===== src/verilog/fprl_pkg.sv =====
// constants, field layouts and types of the fan pwm ramp limiter
package fprl_pkg;
    localparam int unsigned NUM_CH = 3;
    localparam logic [7:0] PWM_SLOTS = 8'hFF;
    localparam logic [7:0] SLOT_LAST = 8'hFE;
    // register indices; byte address is four times the index
    localparam logic [7:0] IDX_FAN_DRIVE_A_CONFIG = 8'h5C;
    localparam logic [7:0] IDX_FAN_DRIVE_B_CONFIG = 8'h5D;
    localparam logic [7:0] IDX_FAN_DRIVE_C_CONFIG = 8'h5E;
    localparam logic [7:0] IDX_SLEW_FIRST = 8'h62;
    localparam logic [7:0] IDX_SLEW_SECOND = 8'h63;
    localparam logic [7:0] IDX_DUTY_A = 8'h64;
    localparam logic [7:0] IDX_DUTY_B = 8'h65;
    localparam logic [7:0] IDX_DUTY_C = 8'h66;
    localparam logic [7:0] IDX_RAMP_STATUS = 8'h67;
    localparam logic [7:0] REG_RESET = 8'h00;
    // field positions
    localparam int unsigned SLOW_BIT = 3;
    localparam int unsigned CODE_LO_LSB = 0;
    localparam int unsigned EN_LO_BIT = 3;
    localparam int unsigned CODE_HI_LSB = 4;
    localparam int unsigned EN_HI_BIT = 7;
    // timing
    localparam int unsigned CLK_MHZ = 250;
    localparam int unsigned FULL_RAMP_MS = 35000;
    localparam longint unsigned UPDATE_CYCLES_L = longint'(FULL_RAMP_MS) * 1000 * CLK_MHZ / 255;
    localparam int unsigned UPDATE_CYCLES = int'(UPDATE_CYCLES_L);
    localparam int unsigned SLOW_FACTOR = 4;
    localparam int unsigned PWM_FREQ_HZ = 25000;
    localparam int unsigned SLOT_CYCLES = CLK_MHZ * 1000000 / (PWM_FREQ_HZ * 255);

    typedef struct packed {
        logic slew_en;
        logic slow;
        logic [2:0] ramp_code;
    } fprl_cfg_t;

    typedef enum logic {
        FPRL_IDLE,
        FPRL_RD_WAIT
    } fprl_bus_state_t;

    function automatic logic [7:0] fprl_step(input logic [2:0] code);
        logic [7:0] s;
        s = 8'h01;
        unique case (code)
            3'h0: s = 8'h01;
            3'h1: s = 8'h02;
            3'h2: s = 8'h03;
            3'h3: s = 8'h05;
            3'h4: s = 8'h08;
            3'h5: s = 8'h0C;
            3'h6: s = 8'h18;
            3'h7: s = 8'h30;
        endcase
        return s;
    endfunction : fprl_step
endpackage : fprl_pkg


===== src/verilog/fprl_channel.sv =====
// one slew-limited fan drive channel
`timescale 1ns/100ps
`default_nettype none
module fprl_channel
    import fprl_pkg::*;
(
    input wire logic hclk,
    input wire logic hresetn,
    input wire logic update_tick,
    input wire logic [7:0] slot_idx,
    input wire fprl_cfg_t cfg,
    input wire logic [7:0] target,
    output logic [7:0] duty,
    output logic fan_drive
);
    logic [1:0] slow_cnt;
    logic [1:0] next_slow_cnt;
    logic [7:0] next_duty;
    logic next_fan_drive;
    logic step_now;
    logic [7:0] step;
    logic [7:0] gap;

    always_comb begin
        next_slow_cnt = slow_cnt;
        step_now = update_tick;
        if (cfg.slow) begin
            // only every fourth update moves the duty
            step_now = update_tick && (slow_cnt == 2'(SLOW_FACTOR - 1));
            if (update_tick) begin
                next_slow_cnt = slow_cnt + 2'h1;
            end
        end else begin
            next_slow_cnt = 2'h0;
        end
    end

    always_comb begin
        step = fprl_step(cfg.ramp_code);
        next_duty = duty;
        gap = 8'h00;
        if (!cfg.slew_en) begin
            next_duty = target;
        end else if (step_now) begin
            if (target > duty) begin
                gap = target - duty;
                // never overshoots, so duty cannot pass 255
                next_duty = (gap <= step) ? target : duty + step;
            end else if (target < duty) begin
                gap = duty - target;
                next_duty = (gap <= step) ? target : duty - step;
            end
        end
    end

    // slot count below duty drives high; 255 gives steady high
    assign next_fan_drive = (slot_idx < duty);

    always_ff @(posedge hclk or negedge hresetn) begin
        if (!hresetn) begin
            slow_cnt <= 2'h0;
            duty <= 8'h00;
            fan_drive <= 1'b0;
        end else begin
            slow_cnt <= next_slow_cnt;
            duty <= next_duty;
            fan_drive <= next_fan_drive;
        end
    end
endmodule : fprl_channel
`default_nettype wire


===== src/verilog/fprl_top.sv =====
// ahb-lite register file, timebase and three ramp-limited fan drives
`timescale 1ns/100ps
`default_nettype none
module fprl_top
    import fprl_pkg::*;
#(
    parameter int unsigned UPDATE_CYCLES_P = UPDATE_CYCLES
)
(
    input wire logic hclk,
    input wire logic hresetn,
    input wire logic hsel,
    input wire logic [31:0] haddr,
    input wire logic [1:0] htrans,
    input wire logic hwrite,
    input wire logic [2:0] hsize,
    input wire logic [31:0] hwdata,
    input wire logic hready,
    output logic hreadyout,
    output logic hresp,
    output logic [31:0] hrdata,
    input wire logic [7:0] target_duty_a,
    input wire logic [7:0] target_duty_b,
    input wire logic [7:0] target_duty_c,
    output logic fan_drive_a,
    output logic fan_drive_b,
    output logic fan_drive_c,
    output logic update_strobe
);
    // ---------------- register storage ----------------
    logic [7:0] fan_drive_a_config;
    logic [7:0] fan_drive_b_config;
    logic [7:0] fan_drive_c_config;
    logic [7:0] slew_control_first;
    logic [7:0] slew_control_second;
    logic [7:0] next_fan_drive_a_config;
    logic [7:0] next_fan_drive_b_config;
    logic [7:0] next_fan_drive_c_config;
    logic [7:0] next_slew_control_first;
    logic [7:0] next_slew_control_second;

    // ---------------- bus phase state ----------------
    fprl_bus_state_t bus_state;
    fprl_bus_state_t next_bus_state;
    logic wr_pend;
    logic next_wr_pend;
    logic rd_pend;
    logic next_rd_pend;
    logic [7:0] dp_idx;
    logic [7:0] next_dp_idx;
    logic dp_hit;
    logic next_dp_hit;
    logic [31:0] next_hrdata;
    logic addr_take;
    logic [7:0] ap_idx;
    logic ap_hit;

    // ---------------- timebase ----------------
    logic [31:0] upd_cnt;
    logic [31:0] next_upd_cnt;
    logic next_update_strobe;
    logic [15:0] slot_pre;
    logic [15:0] next_slot_pre;
    logic [7:0] slot_idx;
    logic [7:0] next_slot_idx;

    // ---------------- channel wiring ----------------
    fprl_cfg_t cfg_a;
    fprl_cfg_t cfg_b;
    fprl_cfg_t cfg_c;
    logic [7:0] duty_a;
    logic [7:0] duty_b;
    logic [7:0] duty_c;
    logic [2:0] ramping;

    function automatic logic idx_mapped(input logic [7:0] idx);
        logic m;
        m = 1'b0;
        if (idx == IDX_FAN_DRIVE_A_CONFIG || idx == IDX_FAN_DRIVE_B_CONFIG || idx == IDX_FAN_DRIVE_C_CONFIG) begin
            m = 1'b1;
        end
        if (idx == IDX_SLEW_FIRST || idx == IDX_SLEW_SECOND) begin
            m = 1'b1;
        end
        if (idx >= IDX_DUTY_A && idx <= IDX_RAMP_STATUS) begin
            m = 1'b1;
        end
        return m;
    endfunction : idx_mapped

    // address phase decode; only address bits 9:2 may be set
    assign addr_take = hsel && htrans[1] && hready;
    assign ap_idx = haddr[9:2];
    assign ap_hit = (haddr[31:10] == 22'h0) && (haddr[1:0] == 2'h0) && idx_mapped(ap_idx);

    // ---------------- bus phase next state ----------------
    always_comb begin
        next_bus_state = bus_state;
        next_wr_pend = 1'b0;
        next_rd_pend = 1'b0;
        next_dp_idx = dp_idx;
        next_dp_hit = dp_hit;
        unique case (bus_state)
            FPRL_IDLE: begin
                if (addr_take) begin
                    next_dp_idx = ap_idx;
                    next_dp_hit = ap_hit;
                    next_wr_pend = hwrite;
                    next_rd_pend = !hwrite;
                    // reads stall one cycle so that the registered read data is ready
                    if (!hwrite) begin
                        next_bus_state = FPRL_RD_WAIT;
                    end
                end
            end
            FPRL_RD_WAIT: begin
                next_bus_state = FPRL_IDLE;
            end
        endcase
    end

    always_ff @(posedge hclk or negedge hresetn) begin
        if (!hresetn) begin
            bus_state <= FPRL_IDLE;
            wr_pend <= 1'b0;
            rd_pend <= 1'b0;
            dp_idx <= 8'h00;
            dp_hit <= 1'b0;
        end else begin
            bus_state <= next_bus_state;
            wr_pend <= next_wr_pend;
            rd_pend <= next_rd_pend;
            dp_idx <= next_dp_idx;
            dp_hit <= next_dp_hit;
        end
    end

    assign hreadyout = (bus_state == FPRL_IDLE);
    assign hresp = 1'b0;

    // ---------------- register writes ----------------
    always_comb begin
        next_fan_drive_a_config = fan_drive_a_config;
        next_fan_drive_b_config = fan_drive_b_config;
        next_fan_drive_c_config = fan_drive_c_config;
        next_slew_control_first = slew_control_first;
        next_slew_control_second = slew_control_second;
        if (wr_pend && dp_hit) begin
            unique case (dp_idx)
                IDX_FAN_DRIVE_A_CONFIG: next_fan_drive_a_config = hwdata[7:0];
                IDX_FAN_DRIVE_B_CONFIG: next_fan_drive_b_config = hwdata[7:0];
                IDX_FAN_DRIVE_C_CONFIG: next_fan_drive_c_config = hwdata[7:0];
                IDX_SLEW_FIRST: next_slew_control_first = hwdata[7:0];
                IDX_SLEW_SECOND: next_slew_control_second = hwdata[7:0];
                default: begin
                    // duty and status words are read only
                end
            endcase
        end
    end

    always_ff @(posedge hclk or negedge hresetn) begin
        if (!hresetn) begin
            fan_drive_a_config <= REG_RESET;
            fan_drive_b_config <= REG_RESET;
            fan_drive_c_config <= REG_RESET;
            slew_control_first <= REG_RESET;
            slew_control_second <= REG_RESET;
        end else begin
            fan_drive_a_config <= next_fan_drive_a_config;
            fan_drive_b_config <= next_fan_drive_b_config;
            fan_drive_c_config <= next_fan_drive_c_config;
            slew_control_first <= next_slew_control_first;
            slew_control_second <= next_slew_control_second;
        end
    end

    // ---------------- read data ----------------
    always_comb begin
        next_hrdata = hrdata;
        if (rd_pend) begin
            next_hrdata = 32'h0000_0000;
            if (dp_hit) begin
                unique case (dp_idx)
                    IDX_FAN_DRIVE_A_CONFIG: next_hrdata = {24'h0, fan_drive_a_config};
                    IDX_FAN_DRIVE_B_CONFIG: next_hrdata = {24'h0, fan_drive_b_config};
                    IDX_FAN_DRIVE_C_CONFIG: next_hrdata = {24'h0, fan_drive_c_config};
                    IDX_SLEW_FIRST: next_hrdata = {24'h0, slew_control_first};
                    IDX_SLEW_SECOND: next_hrdata = {24'h0, slew_control_second};
                    IDX_DUTY_A: next_hrdata = {24'h0, duty_a};
                    IDX_DUTY_B: next_hrdata = {24'h0, duty_b};
                    IDX_DUTY_C: next_hrdata = {24'h0, duty_c};
                    IDX_RAMP_STATUS: next_hrdata = {29'h0, ramping};
                    default: next_hrdata = 32'h0000_0000;
                endcase
            end
        end
    end

    always_ff @(posedge hclk or negedge hresetn) begin
        if (!hresetn) begin
            hrdata <= 32'h0000_0000;
        end else begin
            hrdata <= next_hrdata;
        end
    end

    // ---------------- update cadence ----------------
    // one update per 35 s / 255, so step 1 covers full scale in 35 s
    always_comb begin
        next_upd_cnt = upd_cnt + 32'h1;
        next_update_strobe = 1'b0;
        if (upd_cnt >= 32'(UPDATE_CYCLES_P - 1)) begin
            next_upd_cnt = 32'h0;
            next_update_strobe = 1'b1;
        end
    end

    always_ff @(posedge hclk or negedge hresetn) begin
        if (!hresetn) begin
            upd_cnt <= 32'h0;
            update_strobe <= 1'b0;
        end else begin
            upd_cnt <= next_upd_cnt;
            update_strobe <= next_update_strobe;
        end
    end

    // ---------------- pwm slot counter ----------------
    // 255 slots per period, index runs 0..254
    always_comb begin
        next_slot_pre = slot_pre + 16'h1;
        next_slot_idx = slot_idx;
        if (slot_pre >= 16'(SLOT_CYCLES - 1)) begin
            next_slot_pre = 16'h0;
            next_slot_idx = (slot_idx == SLOT_LAST) ? 8'h00 : slot_idx + 8'h01;
        end
    end

    always_ff @(posedge hclk or negedge hresetn) begin
        if (!hresetn) begin
            slot_pre <= 16'h0;
            slot_idx <= 8'h00;
        end else begin
            slot_pre <= next_slot_pre;
            slot_idx <= next_slot_idx;
        end
    end

    // ---------------- channel configuration ----------------
    always_comb begin
        cfg_a.slew_en = slew_control_first[EN_LO_BIT];
        cfg_a.slow = fan_drive_a_config[SLOW_BIT];
        cfg_a.ramp_code = slew_control_first[CODE_LO_LSB +: 3];
        cfg_b.slew_en = slew_control_second[EN_HI_BIT];
        cfg_b.slow = fan_drive_b_config[SLOW_BIT];
        cfg_b.ramp_code = slew_control_second[CODE_HI_LSB +: 3];
        cfg_c.slew_en = slew_control_second[EN_LO_BIT];
        cfg_c.slow = fan_drive_c_config[SLOW_BIT];
        cfg_c.ramp_code = slew_control_second[CODE_LO_LSB +: 3];
    end

    assign ramping = {duty_c != target_duty_c, duty_b != target_duty_b, duty_a != target_duty_a};

    fprl_channel u_chan_a (
        .hclk(hclk),
        .hresetn(hresetn),
        .update_tick(update_strobe),
        .slot_idx(slot_idx),
        .cfg(cfg_a),
        .target(target_duty_a),
        .duty(duty_a),
        .fan_drive(fan_drive_a)
    );

    fprl_channel u_chan_b (
        .hclk(hclk),
        .hresetn(hresetn),
        .update_tick(update_strobe),
        .slot_idx(slot_idx),
        .cfg(cfg_b),
        .target(target_duty_b),
        .duty(duty_b),
        .fan_drive(fan_drive_b)
    );

    fprl_channel u_chan_c (
        .hclk(hclk),
        .hresetn(hresetn),
        .update_tick(update_strobe),
        .slot_idx(slot_idx),
        .cfg(cfg_c),
        .target(target_duty_c),
        .duty(duty_c),
        .fan_drive(fan_drive_c)
    );
endmodule : fprl_top
`default_nettype wire


===== config.mk =====
export PLATFORM = sky130hd
export DESIGN_NAME = fprl_top
export DESIGN_NICKNAME = d
export VERILOG_FILES = /design/src/verilog/fprl_pkg.sv /design/src/verilog/fprl_channel.sv /design/src/verilog/fprl_top.sv
export SDC_FILE = /design/constraint.sdc
export NUM_CORES = 1
export LEC_CHECK = 0
export BUFFER_PORTS_ARGS = -buffer_cell sky130_fd_sc_hd__buf_2
export CORE_MARGIN = 1.5
export CORE_UTILIZATION = 25
export DETAILED_ROUTE_END_ITERATION = 10
export HOLD_SLACK_MARGIN = 0.08
export PLACE_DENSITY = 0.45
export SYNTH_ARGS = -nofsm -noshare
export SYNTH_HDL_FRONTEND = slang
export SYNTH_HIERARCHICAL = 1
export SYNTH_SLANG_ARGS = --single-unit

===== constraint.sdc =====
create_clock -name hclk -period 5.3 [get_ports hclk]
set_clock_uncertainty 0.2 [all_clocks]
set_input_delay 1.06 -clock hclk [delete_from_list [all_inputs] [get_ports hclk]]
set_output_delay 1.06 -clock hclk [all_outputs]
set_load 0.03 [all_outputs]

==> impl_metrics.tcl <==
set metrics [dict create \
    rows 83 \
    critical_path_peak_fanout 10 \
    routedWlPerCell_um 17.88 \
    grt_use_total_pct 14.98 \
    routabilityCongestion 0.8609 \
    synth_fa_ha_area_share_pct 16.07 \
    r2r_slack_ns 1.12 \
    synth_edf_count 0 \
    areaGrowthSynthToFinish_pct 13.01 \
    slew_headroom_pct 24.09 \
    synth_simple_gate_area_share_pct 17.00 \
    drtIter0Drc 804 \
    syn_area_um2 13180 \
    grt.overflow.total 0 \
    rr_startpoint "u_chan_b/duty[0]" \
    grt_first_pass_wirelength_um 63200 \
    grt_pass1_vias 11050 \
    ir_drop_uv 225.8 \
    status "complete, no violations" \
    ys_seq_area_share_pct 28.29 \
    drc 0 \
    yosysTopAreaCellShare_pct 28.29 \
    fmax_ghz 0.2300 \
    wirelength_um 40020 \
    hold_buffers 0 \
    nets 1802 \
    async_flop_share_pct 100.0 \
    yosysTopAreaCell "dfrtp_1" \
    rsz0062_at_grt "false" \
    die_width_um 232.6 \
    slew_violations 0 \
    antenna_found_initial 4 \
    startpoint_type "primary input" \
    switching_power_uw 2176 \
    p_seq_share_pct 28.6 \
    place_inst 2203 \
    reg2regPathDepth 15 \
    tns_ns 0 \
    synth_xor_area_share_pct 5.915 \
    cap_viol_max_count 0 \
    insertion_delay_ns 0.44 \
    min_period_ns 4.348 \
    endpoint "u_chan_b/duty[5]" \
    io_buffers 82 \
    cts_buffer_depth 2 \
    viasPerCell 5.010 \
    grt_max_degree 60 \
    power_frac_comb_pct 47.0 \
    cts-root-buf "clkbuf_16" \
    synthFlopType "dfrtp_1" \
    cts_tree "yes" \
    fillers 5510 \
    cts.sinks 149 \
    critPathKind "in -> reg" \
    die_area_um2 54100 \
    cellLeakagePower_uw 0.006619 \
    start_util_pct 25.48 \
    synth_top_family_by_area "compound AO/OA/AOI/OAI gates" \
    post_cts_buffers 0 \
    worstHoldPathType "reg -> reg" \
    htreeDepth 4 \
    path_clk_slew_ns 0.07 \
    layoutNonFillerInstCount 2238 \
    syn_avg_cell_area_um2 9.069 \
    synth_compound_area_share_pct 20.70 \
    synth.area.top_cells "dfrtp_1 28%, ha_1 14%, mux2_2 4.4%" \
    finalHoldViolCount 0 \
    ant_nets 0 \
    critPathLaunch "target_duty_b[2]" \
    synthDistinctLibCells 71 \
    crit_required_ns 5.42 \
    ios 136 \
    synth_mux_area_share_pct 5.953 \
    switching_share_pct 42.70 \
    yosys_warnings 6 \
    syn_inst 1453 \
    synth_seq_cells 149 \
    vias 11210 \
    finalCritPeriodShare_pct 82.04 \
    cts_resized 0 \
    dpl.hpwl_um 31620 \
    dieHeight_um 232.6 \
    cts_buffers 17 \
    worstSetupEndpointType "flip-flop" \
    worstPathArrival_ns 4.47 \
    dr.pass1.iters 5 \
    power_density_nw_per_um2 342.2 \
    core-area_um2 51720 \
    tightest_slew_ns 1.129 \
    worstReg2RegEnd "u_chan_b/duty[5]" \
    setup_violations 0 \
    p_int_uw 2921 \
    p_clk_share_pct 24.4 \
    drive_gt1_share_pct 13.25 \
]
## cells in the final DEF (no fill, tap or decap), types with 12 or more instances in the layout
| cell type | netlist | final |
|---|---|---|
| conb_1 | 1 | 41 |
| nor3_1 | 30 | 30 |
| nand2_1 | 77 | 77 |
| and3_1 | 13 | 13 |
| o22ai_1 | 18 | 18 |
| o21a_1 | 22 | 22 |
| or4_1 | 18 | 18 |
| a211oi_1 | 39 | 39 |
| xnor2_1 | 39 | 39 |
| o31ai_1 | 13 | 13 |
| nand3_1 | 39 | 39 |
| nor4_1 | 15 | 15 |
| a21oi_1 | 69 | 69 |
| ha_1 | 150 | 150 |
| buf_2 | 10 | 81 |
| nand4_1 | 28 | 28 |
| nor2_1 | 101 | 101 |
| nand2b_1 | 15 | 15 |
| mux2_2 | 51 | 51 |
| a21o_1 | 31 | 31 |
| fa_1 | 12 | 12 |
| dfrtp_1 | 149 | 149 |
| nor2b_1 | 25 | 25 |
| xor2_1 | 50 | 50 |
| clkbuf_16 | 0 | 17 |
| o21ai_1 | 12 | 12 |
| mux2i_1 | 21 | 21 |
| o21ai_0 | 64 | 64 |
| inv_1 | 112 | 112 |
## cell usage after synthesis (7+ instances only)
master     count
a21oi_1       69
o211ai_1       7
or2_2         10
nor3_1        30
o21ai_0       64
nand2b_1      15
nand3b_1      11
a211oi_1      39
buf_4         25
a21o_1        31
a211o_1        8
nand4_1       28
mux2_2        51
a221oi_1      10
dfrtp_1      149
nor4_1        15
or4_1         18
a2111oi_0      9
xnor2_1       39
nand2_1       77
nor2b_1       25
o22ai_1       18
and3_1        13
o21a_1        22
mux2i_1       21
xor2_1        50
a22oi_1        7
a221o_1        9
fa_1          12
ha_1         150
clkbuf_1      15
o2bb2ai_1      8
nand3_1       39
o31ai_1       13
nor2_1       101
o21ai_1       12
a31oi_1       11
o21bai_1       9
nor4b_1       10
inv_1        112
buf_2         10
## logic make-up (layout without fill, tap and decap cells)
group	count (synthesis)	after routing
compound gates	385	385
xor+xnor	89	89
fa+ha+maj	162	162
buf+inv	173	235
flops	149	149
mux	72	72
other cells	1	44
simple gates	422	422
## stage by stage
step	total power, uW	worst slack, ns	utilization [%]	hold slack [ns]	instance area [um2]
6_report	5097	0.9521	28.79	0.2873	14890
5_1_grt	5480	0.7299	28.79	0.3157	14890
4_1_cts	5137	1.033	28.78	0.2932	14880
3_5_place_dp	3852	0.5786	27.62	0.2834	14280
3_3_place_gp	3837	0.5552	27.62	0.2748	14280
2_1_floorplan	3197	1.227	-	0.2462	13330
## per-layer routing
metal	wire length, um	vias to the layer above	track usage (%)
met5	34	-	0
met4	909	4	4.597
met3	1537	47	2.341
met2	18520	243	24.33
met1	19020	5459	20.29
li1	-	5460	-
## power groups by stage
stage	sequential [uW]	combinational, uW	clock [uW]
floorplan	1400	1800	0
global placement	1480	2350	0
detailed placement	1490	2370	0
CTS	1460	2380	1290
global route	1480	2660	1340
finish	1460	2390	1240
## worst min path at each step
stage | startpoint | to | slack [ns] | depth (start not counted)
floorplan | slot_pre[0] | slot_pre[0] | 0.25 | 1
global placement | slot_pre[0] | slot_pre[0] | 0.27 | 1
detailed placement | slot_pre[0] | slot_pre[0] | 0.28 | 1
CTS | slot_pre[0] | slot_pre[0] | 0.29 | 1
global route | slot_pre[0] | slot_pre[0] | 0.32 | 1
finish | slot_pre[0] | slot_pre[0] | 0.29 | 1
## critical path, cell delays in order
cell and delay (ns):
buf_2 0.16, inv_1 0.06, ha_1 0.44, a21oi_1 0.24, nand2_1 0.12, a21o_1 0.18
a21oi_1 0.16, xnor2_1 0.19, ha_1 0.32, nand4_1 0.11, o22ai_1 0.08, a31oi_1 0.28
a21oi_2 0.13, and2_4 0.19, a311o_1 0.38, a221o_1 0.36
## flip-flops by register name, indices dropped and copies added, names as in the netlist, 2 cells and up
register	flops
dp_idx	8
fan_drive_a_config	8
fan_drive_b_config	8
fan_drive_c_config	8
hrdata	8
slew_control_first	8
slew_control_second	8
slot_idx	8
slot_pre	16
u_chan_a/duty	8
u_chan_a/slow_cnt	2
u_chan_b/duty	8
u_chan_b/slow_cnt	2
u_chan_c/duty	8
u_chan_c/slow_cnt	2
upd_cnt	32
## final cells by class
type / count / area (um2) / area share [%]
diodes: 3 / 7.507 / 0.05041
clock buffers: 18 / 439.2 / 2.949
clock inverters: 14 / 162.7 / 1.092
inverters: 113 / 424.2 / 2.848
multi-input cells: 1171 / 8802 / 59.11
flip-flops and latches: 149 / 3729 / 25.04
well taps: 680 / 850.8 / 5.713
repair buffers: 90 / 476.7 / 3.201
(Power assumes the default switching activity.)
